[config.mk]
export PLATFORM = sky130hd
export DESIGN_NAME = link_host_bus_port
export DESIGN_NICKNAME = d
export VERILOG_FILES = /design/src/core/host_port_pkg.sv /design/src/core/dma_stage_fifo.sv /design/src/core/link_host_bus_port.sv
export SDC_FILE = /design/constraint.sdc
export NUM_CORES = 1
export LEC_CHECK = 0
export BUFFER_PORTS_ARGS = -buffer_cell sky130_fd_sc_hd__buf_2
export CAP_MARGIN = 25
export CORE_MARGIN = 3
export CORE_UTILIZATION = 40
export CTS_CLUSTER_SIZE = 28
export DETAILED_ROUTE_END_ITERATION = 12
export PLACE_DENSITY = 0.6
export REMOVE_ABC_BUFFERS = 1
export SLEW_MARGIN = 20
export SYNTH_ARGS = -nofsm -noshare
export SYNTH_HDL_FRONTEND = slang
export SYNTH_SLANG_ARGS = --single-unit
[constraint.sdc]
create_clock -name clk_sys -period 2.2 [get_ports clk_sys]
set_input_delay 0.22 -clock clk_sys [delete_from_list [all_inputs] [get_ports clk_sys]]
set_output_delay 0.22 -clock clk_sys [all_outputs]
set_load 0.005 [all_outputs]
[src/core/host_port_pkg.sv]
// Constants shared by the host bus port and its DMA staging FIFO.
// Assumes a single 200 MHz system clock and synchronous active-low reset.
// Summary of operation
// - Register data crosses a two-way 32-bit bus, narrowed to 16 or 8 bits.
// - On a read strobe the device drives the selected register onto the bus.
// - Upper-word enable low adds the upper 16 data bits to the access.
// - Upper-byte enable low adds the upper byte of each active 16-bit word; the code ignores it while upper-word enable is low.
// - DMA request is raised only for buffer data, never for register access.
// - Interrupt output goes low whenever any recorded cause is active.
// - Active-low system reset returns all logic except the FIFO storage to its initial state.
// - With cycle source at 1 the cycle timer advances on the external tick.
// - The cycle output is a periodic clock derived from the cycle timer.
// - In automatic transmit mode the external start input begins sending.
// - Coupling select 0 means isolated coupling to the PHY, 1 means direct.
// - Access width comes from both lane enables; address bits 1 and 0 pick the lanes.
// - DMA requests follow the fill state of the buffer selected for DMA.
// - With cycle source at 0 the timer counts the 24.576 MHz PHY clock.
package host_port_pkg;

  localparam int unsigned ADDR_WIDTH = 7;
  localparam int unsigned DATA_WIDTH = 32;
  localparam int unsigned LANES = 4;
  localparam int unsigned SYNC_STAGES = 2;

  localparam int unsigned CLK_PERIOD_PS = 5000;

  // Address bits that select a byte lane within a register word.
  localparam logic [1:0] ADDR_LANE_MASK = 2'h3;

  // Cycle timer: 3072 ticks of the 24.576 MHz PHY clock make one 125 us
  // isochronous cycle, and 8000 cycles make one second.
  localparam logic [11:0] CYCLE_OFFSET_LAST = 12'hBFF;
  localparam logic [12:0] CYCLE_COUNT_LAST = 13'h1F3F;
  localparam int unsigned CYCLE_COUNT_WIDTH = 13;

  // The cycle output stays high for half of a nominal 125 us cycle.
  localparam int unsigned CYCLE_OUT_HIGH_NS = 62500;
  localparam int unsigned CYCLE_OUT_HIGH_CYCLES =
      (CYCLE_OUT_HIGH_NS * 1000) / CLK_PERIOD_PS;

  localparam int unsigned FIFO_DEPTH = 4;

  typedef enum logic [1:0] {
    WIDTH_8 = 2'b00,
    WIDTH_16 = 2'b01,
    WIDTH_32 = 2'b10
  } bus_width_t;

  typedef enum logic [2:0] {
    ACC_IDLE = 3'b000,
    ACC_READ_FETCH = 3'b001,
    ACC_READ_HOLD = 3'b010,
    ACC_WRITE = 3'b011,
    ACC_DMA_READ = 3'b100
  } access_state_t;

endpackage

[src/core/dma_stage_fifo.sv]
// Small synchronous FIFO that stages buffer words toward the host DMA path.
// Assumes both sides run on clk_sys; ready and valid follow the usual rule.
`timescale 1ns/1ps
module dma_stage_fifo
  import host_port_pkg::*;
#(
  parameter int unsigned WIDTH = DATA_WIDTH,
  parameter int unsigned DEPTH = FIFO_DEPTH
) (
  input wire logic clk_sys,
  input wire logic reset_n,
  input wire logic [WIDTH-1:0] inData,
  input wire logic inValid,
  output logic inReady,
  output logic [WIDTH-1:0] outData,
  output logic outValid,
  input wire logic outReady
);

  localparam int unsigned PTR_W = (DEPTH > 1) ? $clog2(DEPTH) : 1;

  logic [WIDTH-1:0] store [DEPTH];
  logic [PTR_W-1:0] wrPtr_reg, wrPtr_next;
  logic [PTR_W-1:0] rdPtr_reg, rdPtr_next;
  logic [PTR_W:0] count_reg, count_next;
  logic push, pop;

  function automatic logic [PTR_W-1:0] bump(input logic [PTR_W-1:0] p);
    bump = (p == PTR_W'(DEPTH - 1)) ? '0 : p + 1'b1;
  endfunction

  assign inReady = (count_reg != (PTR_W+1)'(DEPTH));
  assign outValid = (count_reg != '0);
  assign outData = store[rdPtr_reg];
  assign push = inValid && inReady;
  assign pop = outValid && outReady;

  always_comb begin
    wrPtr_next = push ? bump(wrPtr_reg) : wrPtr_reg;
    rdPtr_next = pop ? bump(rdPtr_reg) : rdPtr_reg;
    count_next = count_reg;
    if (push && !pop) begin
      count_next = count_reg + 1'b1;
    end else if (pop && !push) begin
      count_next = count_reg - 1'b1;
    end
  end

  always_ff @(posedge clk_sys) begin
    if (!reset_n) begin
      wrPtr_reg <= '0;
      rdPtr_reg <= '0;
      count_reg <= '0;
    end else begin
      wrPtr_reg <= wrPtr_next;
      rdPtr_reg <= rdPtr_next;
      count_reg <= count_next;
    end
  end

  // The storage itself needs no reset; count gates every read of it.
  always_ff @(posedge clk_sys) begin
    if (push) begin
      store[wrPtr_reg] <= inData;
    end
  end

endmodule

[src/core/link_host_bus_port.sv]
// Host-side SRAM-style bus port of the link controller: register access,
// DMA of staged buffer words, interrupt, cycle timer and PHY coupling strap.
// Assumes host pins are asynchronous to clk_sys and held stable while strobed.
`timescale 1ns/1ps
module link_host_bus_port
  import host_port_pkg::*;
#(
  parameter int unsigned CYCLE_OUT_HIGH = CYCLE_OUT_HIGH_CYCLES,
  parameter int unsigned FIFO_WORDS = FIFO_DEPTH
) (
  input wire logic clk_sys,
  input wire logic reset_n,
  input wire logic [ADDR_WIDTH-1:0] hostRegSelectAddr,
  input wire logic [DATA_WIDTH-1:0] hostDataBusIn,
  output logic [DATA_WIDTH-1:0] hostDataBusOut,
  output logic hostDataBusOe,
  input wire logic writeStrobe_n,
  input wire logic readStrobe_n,
  input wire logic chipSelect_n,
  input wire logic upperWordEnable_n,
  input wire logic upperByteEnable_n,
  output logic dmaRequest,
  input wire logic dmaAcknowledge_n,
  output logic interrupt_n,
  input wire logic isoCycleTickIn,
  output logic isoCycleTickOut,
  input wire logic isoTxAutoStart,
  input wire logic couplingSelect,
  input wire logic phyMasterClockIn,
  output logic [ADDR_WIDTH-1:0] regAddr,
  output logic [LANES-1:0] regByteEnable,
  output logic [DATA_WIDTH-1:0] regWriteData,
  output logic regWriteStrobe,
  output logic regReadStrobe,
  input wire logic [DATA_WIDTH-1:0] regReadData,
  input wire logic [DATA_WIDTH-1:0] bufData,
  input wire logic bufValid,
  output logic bufReady,
  input wire logic dmaEnable,
  input wire logic interruptCauseActive,
  input wire logic cycleTimerEnable,
  input wire logic cycleTimerSourceSel,
  input wire logic isoAutoTxMode,
  output logic [CYCLE_COUNT_WIDTH-1:0] cycleCount,
  output logic isoTxStart,
  output logic directCoupling
);

  // Two-stage synchronisers for every host and PHY pin.
  localparam int unsigned NCTL = 9;
  logic [NCTL-1:0] ctlMeta_reg, ctlSync_reg;
  logic [ADDR_WIDTH-1:0] addrMeta_reg, addrSync_reg;
  logic [DATA_WIDTH-1:0] dataMeta_reg, dataSync_reg;
  logic csAct, rdAct, wrAct, uweAct, ubeAct, ackAct;
  logic cycInLvl, autoStartLvl, couplingLvl, phyClkLvl;
  logic cycInPrev_reg, autoStartPrev_reg, phyClkPrev_reg;

  always_ff @(posedge clk_sys) begin
    if (!reset_n) begin
      ctlMeta_reg <= '0;
      ctlSync_reg <= '0;
      addrMeta_reg <= '0;
      addrSync_reg <= '0;
      dataMeta_reg <= '0;
      dataSync_reg <= '0;
      cycInPrev_reg <= 1'b0;
      autoStartPrev_reg <= 1'b0;
      phyClkPrev_reg <= 1'b0;
    end else begin
      ctlMeta_reg <= {~chipSelect_n, ~readStrobe_n, ~writeStrobe_n,
                      ~upperWordEnable_n, ~upperByteEnable_n,
                      ~dmaAcknowledge_n, isoCycleTickIn, isoTxAutoStart,
                      phyMasterClockIn};
      ctlSync_reg <= ctlMeta_reg;
      addrMeta_reg <= hostRegSelectAddr;
      addrSync_reg <= addrMeta_reg;
      dataMeta_reg <= hostDataBusIn;
      dataSync_reg <= dataMeta_reg;
      cycInPrev_reg <= cycInLvl;
      autoStartPrev_reg <= autoStartLvl;
      phyClkPrev_reg <= phyClkLvl;
    end
  end

  assign {csAct, rdAct, wrAct, uweAct, ubeAct, ackAct,
          cycInLvl, autoStartLvl, phyClkLvl} = ctlSync_reg;

  // Coupling strap is a slow level, sampled through its own synchroniser.
  logic coupMeta_reg, coupSync_reg;
  always_ff @(posedge clk_sys) begin
    if (!reset_n) begin
      coupMeta_reg <= 1'b0;
      coupSync_reg <= 1'b0;
    end else begin
      coupMeta_reg <= couplingSelect;
      coupSync_reg <= coupMeta_reg;
    end
  end
  assign couplingLvl = coupSync_reg;

  // Width decode and lane steering. The register word is big-endian on
  // the narrow buses: address 0 sits in bits 31..24.
  function automatic bus_width_t decodeWidth(input logic uwe,
                                             input logic ube);
    if (uwe) begin
      decodeWidth = WIDTH_32;
    end else if (ube) begin
      decodeWidth = WIDTH_16;
    end else begin
      decodeWidth = WIDTH_8;
    end
  endfunction

  function automatic logic [LANES-1:0] laneEnables(input bus_width_t w,
                                                   input logic [1:0] a);
    case (w)
      WIDTH_32: laneEnables = 4'hF;
      WIDTH_16: laneEnables = a[1] ? 4'h3 : 4'hC;
      WIDTH_8: laneEnables = 4'h8 >> a;
      default: laneEnables = 4'h0;
    endcase
  endfunction

  // Bits the narrow host word must be shifted up to reach its lanes.
  function automatic logic [4:0] laneShift(input bus_width_t w,
                                           input logic [1:0] a);
    case (w)
      WIDTH_16: laneShift = a[1] ? 5'h00 : 5'h10;
      WIDTH_8: laneShift = 5'(8 * (3 - int'(a)));
      default: laneShift = 5'h00;
    endcase
  endfunction

  // Access sequencer.
  access_state_t state_reg, state_next;
  logic [DATA_WIDTH-1:0] busOut_reg, busOut_next;
  logic busOe_reg, busOe_next;
  logic [ADDR_WIDTH-1:0] regAddr_reg, regAddr_next;
  logic [LANES-1:0] byteEn_reg, byteEn_next;
  logic [DATA_WIDTH-1:0] wrData_reg, wrData_next;
  logic wrStrobe_reg, wrStrobe_next;
  logic rdStrobe_reg, rdStrobe_next;
  logic [4:0] shift_reg, shift_next;
  logic dmaReq_reg, dmaReq_next;
  logic fifoPop;
  logic [DATA_WIDTH-1:0] fifoData;
  logic fifoValid;
  bus_width_t curWidth;
  logic [1:0] curLow;

  assign curWidth = decodeWidth(uweAct, ubeAct);
  assign curLow = addrSync_reg[1:0];

  always_comb begin
    state_next = state_reg;
    busOut_next = busOut_reg;
    busOe_next = busOe_reg;
    regAddr_next = regAddr_reg;
    byteEn_next = byteEn_reg;
    wrData_next = wrData_reg;
    shift_next = shift_reg;
    wrStrobe_next = 1'b0;
    rdStrobe_next = 1'b0;
    fifoPop = 1'b0;
    case (state_reg)
      ACC_IDLE: begin
        busOe_next = 1'b0;
        if (ackAct && rdAct && fifoValid) begin
          busOut_next = fifoData;
          busOe_next = 1'b1;
          state_next = ACC_DMA_READ;
        end else if (csAct && rdAct) begin
          regAddr_next = addrSync_reg & ~ADDR_WIDTH'(ADDR_LANE_MASK);
          byteEn_next = laneEnables(curWidth, curLow);
          shift_next = laneShift(curWidth, curLow);
          rdStrobe_next = 1'b1;
          state_next = ACC_READ_FETCH;
        end else if (csAct && wrAct) begin
          state_next = ACC_WRITE;
        end
      end
      ACC_READ_FETCH: begin
        busOut_next = regReadData >> shift_reg;
        busOe_next = csAct && rdAct;
        state_next = ACC_READ_HOLD;
      end
      ACC_READ_HOLD: begin
        if (!(csAct && rdAct)) begin
          busOe_next = 1'b0;
          state_next = ACC_IDLE;
        end
      end
      ACC_WRITE: begin
        if (wrAct && csAct) begin
          regAddr_next = addrSync_reg & ~ADDR_WIDTH'(ADDR_LANE_MASK);
          byteEn_next = laneEnables(curWidth, curLow);
          wrData_next = dataSync_reg << laneShift(curWidth, curLow);
        end else begin
          // Commit on the trailing edge, when data has been stable longest.
          wrStrobe_next = 1'b1;
          state_next = ACC_IDLE;
        end
      end
      ACC_DMA_READ: begin
        if (!rdAct || !ackAct) begin
          fifoPop = 1'b1;
          busOe_next = 1'b0;
          state_next = ACC_IDLE;
        end
      end
      default: begin
        busOe_next = 1'b0;
        state_next = ACC_IDLE;
      end
    endcase
    // Request is withheld during a beat so a word is never asked twice.
    dmaReq_next = dmaEnable && fifoValid && (state_next != ACC_DMA_READ)
                  && !fifoPop;
  end

  always_ff @(posedge clk_sys) begin
    if (!reset_n) begin
      state_reg <= ACC_IDLE;
      busOut_reg <= '0;
      busOe_reg <= 1'b0;
      regAddr_reg <= '0;
      byteEn_reg <= '0;
      wrData_reg <= '0;
      shift_reg <= '0;
      wrStrobe_reg <= 1'b0;
      rdStrobe_reg <= 1'b0;
      dmaReq_reg <= 1'b0;
    end else begin
      state_reg <= state_next;
      busOut_reg <= busOut_next;
      busOe_reg <= busOe_next;
      regAddr_reg <= regAddr_next;
      byteEn_reg <= byteEn_next;
      wrData_reg <= wrData_next;
      shift_reg <= shift_next;
      wrStrobe_reg <= wrStrobe_next;
      rdStrobe_reg <= rdStrobe_next;
      dmaReq_reg <= dmaReq_next;
    end
  end

  dma_stage_fifo #(
    .WIDTH(DATA_WIDTH),
    .DEPTH(FIFO_WORDS)
  ) u_fifo (
    .clk_sys(clk_sys),
    .reset_n(reset_n),
    .inData(bufData),
    .inValid(bufValid),
    .inReady(bufReady),
    .outData(fifoData),
    .outValid(fifoValid),
    .outReady(fifoPop)
  );

  // Cycle timer, cycle output, automatic start and interrupt.
  logic [11:0] cycOffset_reg, cycOffset_next;
  logic [CYCLE_COUNT_WIDTH-1:0] cycCount_reg, cycCount_next;
  logic [$clog2(CYCLE_OUT_HIGH+1)-1:0] outCnt_reg, outCnt_next;
  logic cycOut_reg, cycOut_next;
  logic txStart_reg, txStart_next;
  logic int_n_reg, int_n_next;
  logic direct_reg, direct_next;
  logic cycleCarry;

  always_comb begin
    cycOffset_next = cycOffset_reg;
    cycleCarry = 1'b0;
    if (cycleTimerEnable) begin
      if (cycleTimerSourceSel) begin
        // External tick defines the cycle; the fine offset is not kept.
        cycOffset_next = '0;
        cycleCarry = cycInLvl && !cycInPrev_reg;
      end else if (phyClkLvl && !phyClkPrev_reg) begin
        if (cycOffset_reg == CYCLE_OFFSET_LAST) begin
          cycOffset_next = '0;
          cycleCarry = 1'b1;
        end else begin
          cycOffset_next = cycOffset_reg + 1'b1;
        end
      end
    end
    cycCount_next = cycCount_reg;
    if (cycleCarry) begin
      cycCount_next = (cycCount_reg == CYCLE_COUNT_LAST) ? '0
                      : cycCount_reg + 1'b1;
    end
    // Output clock: high for a fixed half period after each carry.
    outCnt_next = outCnt_reg;
    cycOut_next = cycOut_reg;
    if (cycleCarry) begin
      outCnt_next = '0;
      cycOut_next = 1'b1;
    end else if (cycOut_reg) begin
      if (outCnt_reg == $bits(outCnt_reg)'(CYCLE_OUT_HIGH - 1)) begin
        cycOut_next = 1'b0;
      end else begin
        outCnt_next = outCnt_reg + 1'b1;
      end
    end
    txStart_next = isoAutoTxMode && autoStartLvl
                   && !autoStartPrev_reg;
    int_n_next = !interruptCauseActive;
    direct_next = couplingLvl;
  end

  always_ff @(posedge clk_sys) begin
    if (!reset_n) begin
      cycOffset_reg <= '0;
      cycCount_reg <= '0;
      outCnt_reg <= '0;
      cycOut_reg <= 1'b0;
      txStart_reg <= 1'b0;
      int_n_reg <= 1'b1;
      direct_reg <= 1'b0;
    end else begin
      cycOffset_reg <= cycOffset_next;
      cycCount_reg <= cycCount_next;
      outCnt_reg <= outCnt_next;
      cycOut_reg <= cycOut_next;
      txStart_reg <= txStart_next;
      int_n_reg <= int_n_next;
      direct_reg <= direct_next;
    end
  end

  assign hostDataBusOut = busOut_reg;
  assign hostDataBusOe = busOe_reg;
  assign dmaRequest = dmaReq_reg;
  assign interrupt_n = int_n_reg;
  assign isoCycleTickOut = cycOut_reg;
  assign regAddr = regAddr_reg;
  assign regByteEnable = byteEn_reg;
  assign regWriteData = wrData_reg;
  assign regWriteStrobe = wrStrobe_reg;
  assign regReadStrobe = rdStrobe_reg;
  assign cycleCount = cycCount_reg;
  assign isoTxStart = txStart_reg;
  assign directCoupling = direct_reg;

endmodule

[After elaboration in Yosys (flattened, before gate mapping)]
Memories as Yosys holds them, arrays and structs flattened. A register that Yosys moved wholly into a read port is not among the register bits.
Cells that the tools add are included.
Storage, ports and cells
  register bits after elaboration: 238
  memory bits (writable): 128
  bits of input ports: 121
  output and inout port bits: 97
  word-level logic and storage cells: 167
  memories: 1
Memories
  u_fifo.store: words 4, bits a word 32, rd ports 1, clocked after Yosys merged registers in 1, write ports 1, RTL line dma_stage_fifo.sv:22  | logic [WIDTH-1:0] store [DEPTH];
Cells by class
  add/sub/neg operators: 8
  eq/ne operators: 19
  shift operators: 3
  mux-type cells: 52
  bitwise gates (word level): 11
  reduce and logical (&&, ||, !) cells: 42
Operator list (count)
  $pmux 32 s2: 1
  $mux 12: 3
  $mux 32: 1
  $shl 32x5->32: 1
  $shr 32x5->32: 1
  $mux 3: 8
  $mux 7: 3
  $mux 1: 17
  $mux 4: 4
  $logic_and 1x1->1: 15
  $mux 5: 3
  $pmux 3 s5: 1
  $add 14x1->14 const B: 1
  $eq 14x14->1 const B: 1
  $pmux 7 s2: 1
  $add 13x1->13 const B: 1
  $eq 13x13->1 const B: 1
  $mux 13: 1
  $add 12x1->12 const B: 1
  $eq 12x12->1 const B: 1
  $ne 2x2->1 const B: 6
  $pmux 4 s3: 1
  $not 1->1: 11
  $mux 2: 5
  25 further kinds: 46

[Depth between registers and ports, before layout]
Gate-level depths: netlist of run 1.
  depth in word-level cells: 8
  gate-level depth with buffers: 10
  mapped depth without buffers: 9

[Cells and area by module]
Synthesis of run 1 repeated with hierarchy kept, for this count alone.
Unflattened totals
  cell total of the unflattened synthesis: 1153
  area total of the unflattened synthesis: 14077.3 µm²
By module, submodules not included
  link_host_bus_port: instances 1, cells each 935, area each 8982.4 µm², seq. area each 4524.3 µm²
  dma_stage_fifo: instances 1, cells each 218, area each 5094.9 µm², seq. area each 4023.9 µm²

[Least setup slack after synthesis of run 1]
No wires, ideal clock.
  path type: reg-to-reg
  start: register u_fifo.count_reg[0]
  end: register u_fifo.count_reg[2]
  setup time: 0.070 ns
  arrival: 2.076 ns
  data required time: 2.130 ns
  slack: 0.054 ns
  stages on the path, launching flop included: 9
  path buffers: 0
  clock period less this slack: 2.146 ns
  path through: dfxtp_1 or3_1 nand4_1 ha_1 inv_1 fa_1 xor2_1 or3_1 a21oi_1
On the way
  cells in the longest elaborated chain, start to end: 5
  elaborated cells on any way between the ends: 13
  those cells by class: add/sub (2); eq/ne (1); mux (2); reduce/logical (8)
Ends and longest elaborated chain
  start, declared: RTL line dma_stage_fifo.sv:25  | logic [PTR_W:0] count_reg, count_next;
  start signal, assigned: RTL line dma_stage_fifo.sv:57  | count_reg <= count_next;
  branches (longest 5 deep; another with $sub 3x1->3)
Parallel ways; which one is timed is not known. The select of a mux whose other input is x is not followed.
A chain may end at the register's enable or synchronous reset.

[Worst setup path in the final report of run 1]
Same ends and word-level chain as after synthesis.

==> metrics, run 1 <==
Die Span X=192 um; CP required=2660 ps; Reg-to-Reg Start=u_fifo.count_reg[0]; # fillers=2965; setup tns final=0 ps; maximum VDD drop=632 uV; DR vias/cell=5.03; outcome=finished, final reports clean; Syn-to-layout area delta=29.2%; Worst R2R Path Depth=8; CP bufs+invs=1; final standard cell area without fillers=17900 um^2; Worst Hold End=hostDataBusOut[29]; die area=37000 um^2; post-synthesis cell count=1166; fraction of layout cells with a size suffix above 1=26.6%; Initial Util=41.0%; Hold Path Depth=3; Tmin final=2100 ps; Crit. End Element=flip-flop; post-route ant nets=0; max_cap viols=0; Cell Rows=67; Worst Setup Start Kind=flip-flop; clock share of power=44.3%; register area=8550 um^2; initial antenna violation count=2; Overall Global Routing Usage=18.4%; DRT Wirelength=33800 um; hpwl dp=21300 um; top flip-flop cell by instance count after synthesis=dfxtp_1; clock root buffer=clkbuf_16; crit-path max FO=4; Finished Layout Cells=1958; Max H-tree Level=2; vias in the first global route=10000; initial DRC count=424; Ports=218; clk buf depth=3; worst path arrival time=2560 ps; Via Count=9855; Critical-path top delay cell=or3_4; switch share=21.8%; post-synthesis sequential area ratio=61.6%; core area=33900 um^2; first-pass GRT wire length=53800 um; Clock Skew=15.9 ps; Multi-input gate area=5020 um^2; Leak=6.95 nW; Synth Warn #=0; Final Hold Vio Count=0; Worst Max-Slew Pin Slew=985 ps; delay of the slowest critical-path stage=360 ps; relative slew slack=34.1%; Nets=1610; most common cell after layout, fill and taps aside=dfxtp_1; dpl cell area=15700 um^2; flop2flop setup slack=100 ps; CP delay by family, top=simple AND/OR/NAND/NOR gates; clock sink count=363; worst-skew pair later-pin latency=530 ps; total congestion overflow=0; Post-synth EDFFs=128; DR DRC count=0; setup slack after layout=101 ps; RR Endpoint=u_fifo.count_reg[2]; type of the tightest min-delay check=input pin to flip-flop; Reg power frac=48.4%; Cell Chain, Critical Path=or3_4 > nand4_1 > ha_2 > inv_1 > fa_2 > xor2_1 > or3_1 > a21oi_1; synthesized area per cell=11.9 um^2; most frequent cells in the layout=dfxtp_1, buf_2, edfxtp_1; max-slew violations=0; placer congestion estimate=0.763; synth unique cells=59; Inst Count DP=1799; Post-synth ARST share=0%; power per cell area=848 nW/um^2; Crit Path Class=flip-flop to flip-flop; total CTS buffers=41; hold wc startpoint=regReadData[29]; die height=192 um; largest net degree at the start of global routing=51; combinational power share=7.3%; Psw=3.32 mW; fin util=53.0%; fmax=0.477 GHz; Biggest register=u_fifo.store; routed length per placed instance=17.3 um; count of input and output buffers=215; internal power=11.9 mW; Seq cells post-synth=363; pre-CTS WS=50.2 ps; part of the cycle the worst path needs=95.4%; DR pass1 iterations=4; CTS tree=yes; clock-pin slew on the worst setup and hold paths=60 ps; final setup vio count=0; Post-Syn Area=13900 um^2; max reg flops=128
[synth_stat cells (3+ instances only)]
| cell type | count | area (um^2) |
|---|---|---|
| and4_1 | 3 | 26.3 |
| o22ai_1 | 4 | 25.0 |
| mux2_2 | 21 | 236 |
| buf_1 | 4 | 15.0 |
| buf_4 | 3 | 22.5 |
| nand4b_1 | 3 | 26.3 |
| or3_1 | 6 | 37.5 |
| dfxtp_1 | 235 | 4700 |
| edfxtp_1 | 128 | 3840 |
| mux2i_1 | 29 | 290 |
| nand3_1 | 29 | 145 |
| and3_1 | 11 | 68.8 |
| inv_1 | 11 | 41.3 |
| mux4_2 | 35 | 788 |
| nand2_1 | 85 | 319 |
| a21boi_0 | 3 | 22.5 |
| nor3_1 | 15 | 75.1 |
| clkbuf_1 | 54 | 203 |
| nand4_1 | 6 | 37.5 |
| buf_2 | 14 | 70.1 |
| xor2_1 | 15 | 131 |
| a211oi_1 | 9 | 67.6 |
| nand3b_1 | 12 | 90.1 |
| nor2_1 | 86 | 323 |
| xnor2_1 | 11 | 96.3 |
| and2_1 | 101 | 632 |
| a22oi_1 | 16 | 120 |
| nand2b_1 | 8 | 50.1 |
| o21ai_0 | 45 | 225 |
| a31oi_1 | 16 | 100 |
| o211ai_1 | 29 | 218 |
| or4b_1 | 3 | 30.0 |
| a21oi_1 | 72 | 360 |
| or4_1 | 3 | 22.5 |
| ha_1 | 9 | 113 |
[cell families after synthesis]
logic type,count (synthesis),share of synthesized area (%)
multiplexers,85,9.47
adder cells (fa/ha/maj),10,0.955
AND/OR/NAND/NOR,385,14.5
XOR/XNOR,26,1.64
AO/OA/AOI/OAI,209,9.24
buffers and inverters,87,2.61
other,1,0.0270
flip-flops,363,61.6
[through the flow]
step / total power, mW / hold WS [ps]
3_5_place_dp: 8.50 / 387
3_3_place_gp: 8.48 / 384
5_1_grt: 15.8 / 40.5
2_1_floorplan: 7.98 / 282
6_report: 15.2 / 45.1
4_1_cts: 15.4 / 14.1
[worst reg2reg max path, cell delays in order, from the launching register on]
cell     delay, ps
dfxtp_2        340
or3_4          360
nand4_1        120
ha_2           200
inv_1           60
fa_2           340
xor2_1         160
or3_1          310
a21oi_1        140
[repair_timing]
action	in CTS	in global routing
hold endpoints to repair	180	0
resized for setup	0	5
hold buffers	84	0
setup buffers	0	1
setup endpoints to repair	0	1
[worst max-delay path by stage]
stage                              from             endpoint  slack (ps)  depth (start not counted)
finish              u_fifo.count_reg[0]  u_fifo.count_reg[2]         100                          8
global placement    u_fifo.count_reg[0]  u_fifo.count_reg[2]          90                          8
global route        u_fifo.count_reg[0]  u_fifo.count_reg[2]          -4                          8
detailed placement  u_fifo.count_reg[0]  u_fifo.count_reg[2]          50                          8
floorplan                ctlSync_reg[7]   hostDataBusOut[10]       -1130                          4
CTS                 u_fifo.count_reg[0]  u_fifo.count_reg[2]          30                          8
[area by class of cell]
class	count	area share (%)
multi-input combinational	717	28.0
inverter	11	0.230
sequential	363	47.7
timing repair buffer	345	13.4
antenna	1	0.0139
clock inverter	9	0.321
tap	448	3.12
clock buffer	64	7.27
[metal layers]
layer | share of wire (%) | track usage (%)
met2 | 48 | 31.2
met4 | 2.6 | 6.02
met1 | 44 | 23.5
met5 | 0.038 | 0
met3 | 5.1 | 3.87
[power by group through the flow]
stage,Clock [mW],Sequential (mW),Combinational [mW]
after floorplan,0,7.50,0.489
after global placement,0,7.50,0.980
after detailed placement,0,7.51,0.992
after CTS,6.92,7.37,1.12
after global routing,7.19,7.40,1.23
final,6.74,7.37,1.11
No activity file was read; power rests on OpenSTA's default activity.
==> run 2, diff against run 1 <==
--- a/config.mk
+++ b/config.mk
@@ -7,6 +7,7 @@
 export LEC_CHECK = 0
 export BUFFER_PORTS_ARGS = -buffer_cell sky130_fd_sc_hd__buf_2
 export CAP_MARGIN = 25
+export CORE_ASPECT_RATIO = 0.9
 export CORE_MARGIN = 3
 export CORE_UTILIZATION = 40
 export CTS_CLUSTER_SIZE = 28
@@ -16,4 +17,5 @@
 export SLEW_MARGIN = 20
 export SYNTH_ARGS = -nofsm -noshare
 export SYNTH_HDL_FRONTEND = slang
+export SYNTH_HIERARCHICAL = 1
 export SYNTH_SLANG_ARGS = --single-unit
==> run 2 against run 1 <==
- first-iteration DRC count down 4.5%
- sequential power about the same
- synthesized cell count down 1.1%
- global-route usage down 0.41 points
- power down 2.4%
- final area up 0.73%
- critical path type unchanged
- largest cell class unchanged
==> metrics, run 2 <==
max layer used=met4; CTS tree=yes; synthesized area per cell=12.2 um^2 (+2.6%); metal2 WL=16500 um (+0.95%); final standard cell area without fillers=18100 um^2 (+0.73%); final setup vio count=0 (unchanged); max_cap viols=0 (unchanged); Worst Setup Start Kind=flip-flop; max reg flops=128 (unchanged); clock sink count=363 (unchanged); Post-synth ARST share=0% (unchanged); register area=8560 um^2 (about the same); type of the tightest min-delay check=input pin to flip-flop; count of input and output buffers=215 (unchanged); Crit. End Element=flip-flop; crit-path max FO=5 (+1); total CTS buffers=38 (-7.3%); RR Endpoint=cycleCount[11]; Hold Path Depth=3 (unchanged); worst path arrival time=2520 ps (-40 ps); switch share=22.0% (+0.19 points); # fillers=2983 (+0.61%); hold wc startpoint=regReadData[25]; clk buf depth=3 (unchanged); DR DRC count=0 (unchanged); Seq cells post-synth=363 (unchanged); CP most frequent cell=o211ai_1; met3 wire length=1670 um (-4.0%); Initial Util=41.0% (about the same); Multi-input gate area=5220 um^2 (+3.9%); post-synthesis sequential area ratio=60.7% (-0.86 points); Post-Route M1 WL=14800 um (-0.36%); flop2flop setup slack=110 ps (about the same); Ports=218 (unchanged); Cell Rows=64 (-4.5%); Worst R2R Path Depth=7 (-1); Psw=3.26 mW (-1.6%); post-synthesis cell count=1153 (-1.1%); Crit Path Class=flip-flop to flip-flop; vias in the first global route=9984 (-0.48%); Biggest register=u_fifo/store; max-slew violations=0 (unchanged); count leader, synth=dfxtp_1; Leak=6.91 nW (-0.59%); fmax=0.479 GHz (+0.55%); clock-pin slew on the worst setup and hold paths=60 ps (about the same); total congestion overflow=0 (unchanged); DRT Wirelength=33900 um (+0.23%); combinational power share=7.7% (+0.4 points); Tmin final=2090 ps (-11.4 ps); Worst Max-Slew Pin Slew=1010 ps (+25.7 ps); top cells by area, synth=dfxtp_1, edfxtp_1, mux4_2; synth unique cells=69 (+17%); Syn-to-layout area delta=28.4%; Clock Skew=29.5 ps (+13.6 ps); initial antenna violation count=1 (-1); initial DRC count=405 (-4.5%); core area=34400 um^2 (+1.4%); Worst Hold End=hostDataBusOut[25]; clock share of power=42.4% (-1.9 points); DR pass1 iterations=5 (+1); Synth Warn #=6 (+6); Nets=1602 (-0.50%); Post-Syn Area=14100 um^2 (+1.4%); Synth area leader=dfxtp_1; die area=37500 um^2 (+1.4%); dpl cell area=15900 um^2 (+1.2%); RSZ-0062 raised after global routing=yes; Overall Global Routing Usage=18.0% (-0.41 points); Post-synth EDFFs=128 (unchanged); internal power=11.6 mW (-2.7%); most frequent cells after synthesis=dfxtp_1, edfxtp_1, nor2_1; die height=184 um (-4.3%); relative slew slack=32.6% (-1.5 points); top flip-flop cell by instance count after synthesis=dfxtp_1; delay of the slowest critical-path stage=410 ps (+50 ps); routed length per placed instance=17.3 um (about the same); part of the cycle the worst path needs=94.9% (-0.52 points); Max H-tree Level=2 (unchanged); CP required=2630 ps (-30 ps); Cell Chain, Critical Path=ha_1 > nand4_1 > nor4_4 > buf_4 > o211ai_1 > or3_1 > o211ai_1; first-pass GRT wire length=54000 um (+0.49%); Via Count=9903 (+0.49%); post-route ant nets=0 (unchanged); largest net degree at the start of global routing=111 (+120%); hpwl dp=21900 um (+2.6%); placer congestion estimate=0.805 (+5.5%); Reg-to-Reg Start=cycOffset_reg[1]; most frequent cells in the layout=dfxtp_1, buf_2, edfxtp_1; DR vias/cell=5.05 (+0.33%); most common cell after layout, fill and taps aside=dfxtp_1; clock root buffer=clkbuf_16; Critical-path top delay cell=or3_1; Die Span X=204 um (+6.0%); Final Hold Vio Count=0 (unchanged); total power=14.8 mW (-2.4%); top-area cell type share of the netlist area=33.4% (-0.47 points); worst-skew pair later-pin latency=540 ps (about the same); outcome=finished, final reports clean; maximum VDD drop=578 uV (-8.5%); power per cell area=822 nW/um^2 (-3.1%); Reg power frac=49.8% (+1.4 points); fraction of layout cells with a size suffix above 1=26.8% (+0.13 points)
-- run 2: cell types whose count changed after synthesis, sizes merged, moves of 22 or more --
cell and change:
mux2i +37, a211oi +30, o21ai -30, a21oi -22, nand2 -22
-- run 2: cells by family after synthesis --
| family | after synthesis | share of synthesized area (%) |
|---|---|---|
| compound gates | 179 | 8.75 |
| xor+xnor | 26 | 1.62 |
| fa+ha+maj | 10 | 0.942 |
| buf+inv | 85 | 2.68 |
| flops | 363 | 60.7 |
| mux | 114 | 11.3 |
| other cells | 1 | 0.0266 |
| simple gates | 375 | 13.9 |
-- run 2: repair_timing --
item	in CTS	in global routing
setup buffers	0	2
hold buffers	87	0
setup endpoints to repair	0	10
endpoints found under the hold margin	184	0
gates resized for setup	0	12
-- run 2: how the worst max path moves through the flow --
| stage | slack, ps | depth (start not counted) | end | from |
|---|---|---|---|---|
| final | 110 | 7 | cycleCount[11] | cycOffset_reg[1] |
| after global routing | -10 | 7 | u_fifo/count_reg[2] | u_fifo/count_reg[1] |
| after CTS | 8 | 7 | u_fifo/count_reg[2] | u_fifo/count_reg[1] |
| after detailed placement | 20 | 7 | u_fifo/count_reg[2] | u_fifo/count_reg[1] |
| after global placement | 100 | 9 | u_fifo/count_reg[2] | ctlSync_reg[3] |
| after floorplan | -1220 | 6 | hostDataBusOut[16] | u_fifo/count_reg[0] |
-- run 2: cell type report --
cell class / instances / share of cell area (%)
Sequential cell: 363 / 47.4
Clock inverter: 13 / 0.942
Antenna cell: 1 / 0.0138
Tap cell: 462 / 3.20
Timing Repair Buffer: 351 / 13.5
Inverter: 11 / 0.235
Clock buffer: 54 / 5.88
Multi-Input combinational cell: 706 / 28.9
-- run 2: routing by layer --
metal	GRT usage [%]	vias up
li1	-	4818
met5	0	-
met3	3.45	64
met1	23.6	4787
met4	5.97	0
met2	30.0	234
-- run 2: critical path: cells and delay by family, from the launching register on --
kind | cells | cell delay [ps]
buffers and inverters | 1 | 180
flip-flops | 1 | 350
adder cells (fa/ha/maj) | 1 | 200
AO/OA/AOI/OAI | 2 | 270
AND/OR/NAND/NOR | 3 | 1000
-- run 2: power groups by stage --
stage / Clock [mW] / Combinational [mW] / Sequential (mW)
detailed placement: 0 / 1.03 / 7.54
global route: 6.76 / 1.27 / 7.43
finish: 6.30 / 1.15 / 7.40
floorplan: 0 / 0.543 / 7.52
global placement: 0 / 1.01 / 7.52
CTS: 6.49 / 1.16 / 7.39
-- run 2: stage by stage --
stage	setup TNS, ps	utilization [%]	instances	hold WS, ps	worst slack (ps)
floorplan	-47140	-	1080	282	-1220
CTS	0	52.4	1958	0.510	8.02
global route	-16.6	52.6	1961	33.8	-11.4
finish	0	52.6	1961	24.8	113
detailed placement	0	46.3	1804	376	18.9
global placement	0	46.3	1804	374	103
==> run 3, diff against run 2 <==
--- a/config.mk
+++ b/config.mk
@@ -7,13 +7,14 @@
 export LEC_CHECK = 0
 export BUFFER_PORTS_ARGS = -buffer_cell sky130_fd_sc_hd__buf_2
 export CAP_MARGIN = 25
-export CORE_ASPECT_RATIO = 0.9
+export CORE_ASPECT_RATIO = 0.7
 export CORE_MARGIN = 3
-export CORE_UTILIZATION = 40
+export CORE_UTILIZATION = 30
 export CTS_CLUSTER_SIZE = 28
 export DETAILED_ROUTE_END_ITERATION = 12
-export PLACE_DENSITY = 0.6
+export PLACE_DENSITY = 0.47
 export REMOVE_ABC_BUFFERS = 1
+export SKIP_LAST_GASP = 1
 export SLEW_MARGIN = 20
 export SYNTH_ARGS = -nofsm -noshare
 export SYNTH_HDL_FRONTEND = slang
==> run 3 against run 2 <==
- maximum frequency about the same
- clock-buffer cell count shrank 1
- register-to-register slack hardly changed
- sequential share of layout area is 0.75 points lower
- combinational power about the same
- utilization shrank 12 points
- global-route usage is 3.3 points lower
- critical path type unchanged
- critical endpoint is now u_fifo/count_reg[2]
- largest cell class unchanged
- highest routed layer is now met5
==> metrics, run 3 (synthesis results as in run 2) <==
outcome=finished, final reports clean; flop2flop setup slack=110 ps (about the same); clock-pin slew on the worst setup and hold paths=60 ps (about the same); vias in the first global route=9929 (-0.55%); max_cap viols=0 (unchanged); postcts setup bufs=0 (unchanged); CP endpoint=u_fifo/count_reg[2]; hpwl dp=24600 um (+12%); CTS tree=yes; fmax=0.480 GHz (about the same); Worst R2R Path Depth=9 (+2); initial DRC count=512 (+26%); met1 Usage GRT=21.3% (-2.3 points); total CTS buffers=39 (+2.6%); Most Crowded Layer GR=met2; most common cell after layout, fill and taps aside=dfxtp_1; max reg flops=128 (unchanged); die area=49600 um^2 (+32%); RR Endpoint=u_fifo/count_reg[2]; Final Hold Vio Count=0 (unchanged); clock root buffer=clkbuf_16; maximum VDD drop=377 uV (-35%); max-slew violations=0 (unchanged); post-route ant nets=0 (unchanged); Cell Chain, Critical Path=nand2_1 > and3_1 > o31ai_2 > ha_2 > inv_1 > fa_1 > xor2_1 > or3_2 > a21boi_1; delay of the slowest critical-path stage=400 ps (about the same); DR vias/cell=4.61 (-8.6%); fraction of layout cells with a size suffix above 1=26.9% (+0.093 points); Die Span X=265 um (+30%); Crit Path Class=flip-flop to flip-flop; Crit. End Element=flip-flop; placer congestion estimate=0.777 (-3.4%); Tmin final=2090 ps (-1.98 ps); RSZ-0062 raised after global routing=yes; Worst Max-Slew Pin Slew=988 ps (-22.8 ps); first-pass GRT wire length=57900 um (+7.2%); routed length per placed instance=17.3 um (+0.33%); most frequent cells in the layout=dfxtp_1, buf_2, edfxtp_1; Initial Util=30.8% (-10 points); total congestion overflow=0 (unchanged); largest net degree at the start of global routing=92 (-17%); Syn-to-layout area delta=30.4%; part of the cycle the worst path needs=94.8% (about the same); worst setup path startpoint=ctlSync_reg[3]; # fillers=4422 (+48%); DRT Wirelength=36500 um (+7.8%); worst-skew pair later-pin latency=530 ps (about the same); DR DRC count=0 (unchanged); die height=187 um (+1.8%); clock sink count=363 (unchanged); count of input and output buffers=215 (unchanged); met2 layer usage reported by global route=22.6% (-7.4 points); clk buf depth=3 (unchanged); core area=45700 um^2 (+33%); Critical-path top delay cell=or3_2; crit-path max FO=3 (-2); relative slew slack=34.1% (+1.5 points); power per cell area=838 nW/um^2 (+2.0%); initial antenna violation count=1 (unchanged); Overall Global Routing Usage=14.7% (-3.3 points); met3 Track Usage GR=2.77% (-0.68 points); Antenna Cells=0 (-1); Biggest register=u_fifo/store; setup tns final=0 ps (unchanged); Reg-to-Reg Start=ctlSync_reg[3]; Max H-tree Level=2 (unchanged); DR pass1 iterations=5 (unchanged); worst path arrival time=2550 ps (+30 ps); type of the tightest min-delay check=input pin to flip-flop; Via Count=9723 (-1.8%); Nets=1606 (+0.25%); Cell Rows=65 (+1.6%); final setup vio count=0 (unchanged); Clock Skew=16.7 ps (-12.8 ps); Ports=218 (unchanged); total power=15.4 mW (+3.7%); Worst Setup Start Kind=flip-flop; CP required=2670 ps (+40 ps); Leak=6.95 nW (+0.72%)
==> run 3: how the worst min path moves through the flow <==
stage / cells after the start / startpoint / endpoint / slack (ps)
after floorplan: 1 / reset_n / interrupt_n / 280
after global placement: 2 / writeStrobe_n / ctlMeta_reg[6] / 380
after detailed placement: 2 / writeStrobe_n / ctlMeta_reg[6] / 380
after CTS: 3 / regReadData[29] / hostDataBusOut[29] / 4
after global routing: 4 / cycleTimerEnable / cycOffset_reg[8] / 40
final: 3 / regReadData[29] / hostDataBusOut[29] / 30
==> run 3: stage by stage <==
stage               utilization, %  hold WS (ps)  cells  worst slack, ps  instance area, um^2
floorplan                        -           282   1080            -1220                13700
global placement              35.2           375   1949             75.7                16100
detailed placement            35.2           381   1949             7.59                16100
CTS                           40.1          4.16   2106             34.7                18300
global route                  40.2          39.4   2107            -20.0                18400
finish                        40.2          32.6   2107              115                18400
==> run 3: layout make-up <==
class | count | area [um^2] | share of cell area (%)
inverters | 11 | 42.5 | 0.232
repair buffers | 354 | 2450 | 13.4
flip-flops and latches | 363 | 8560 | 46.6
clock inverters | 17 | 255 | 1.39
multi-input cells | 706 | 5210 | 28.4
well taps | 603 | 754 | 4.11
clock buffers | 53 | 1090 | 5.94
==> run 3: repair_timing <==
| item | CTS | global route |
|---|---|---|
| gates resized for setup | 1 | 7 |
| setup endpoints to repair | 1 | 14 |
| endpoints found under the hold margin | 183 | 0 |
| pin swaps | 0 | 3 |
| hold buffers | 87 | 0 |
==> run 3: routing by layer <==
| metal | wire length (um) | share of wire (%) |
|---|---|---|
| met1 | 18200 | 50 |
| met3 | 1370 | 3.7 |
| met2 | 16400 | 45 |
| met5 | 13 | 0.036 |
| met4 | 550 | 1.5 |
==> run 3: report_power, final <==
group / internal [mW] / leakage, nW / switching (mW)
combinational: 0.555 / 3.21 / 0.591
clock: 4.19 / 0.648 / 2.66
sequential: 7.29 / 3.09 / 0.112
==> run 3: worst max-delay path, delay by kind of cell (launching register included) <==
family                   cells  cell delay, ps
adder cells (fa/ha/maj)      2             610
AO/OA/AOI/OAI                2             200
flip-flops                   1             340
buffers and inverters        1              50
XOR/XNOR                     1             150
AND/OR/NAND/NOR              3             660
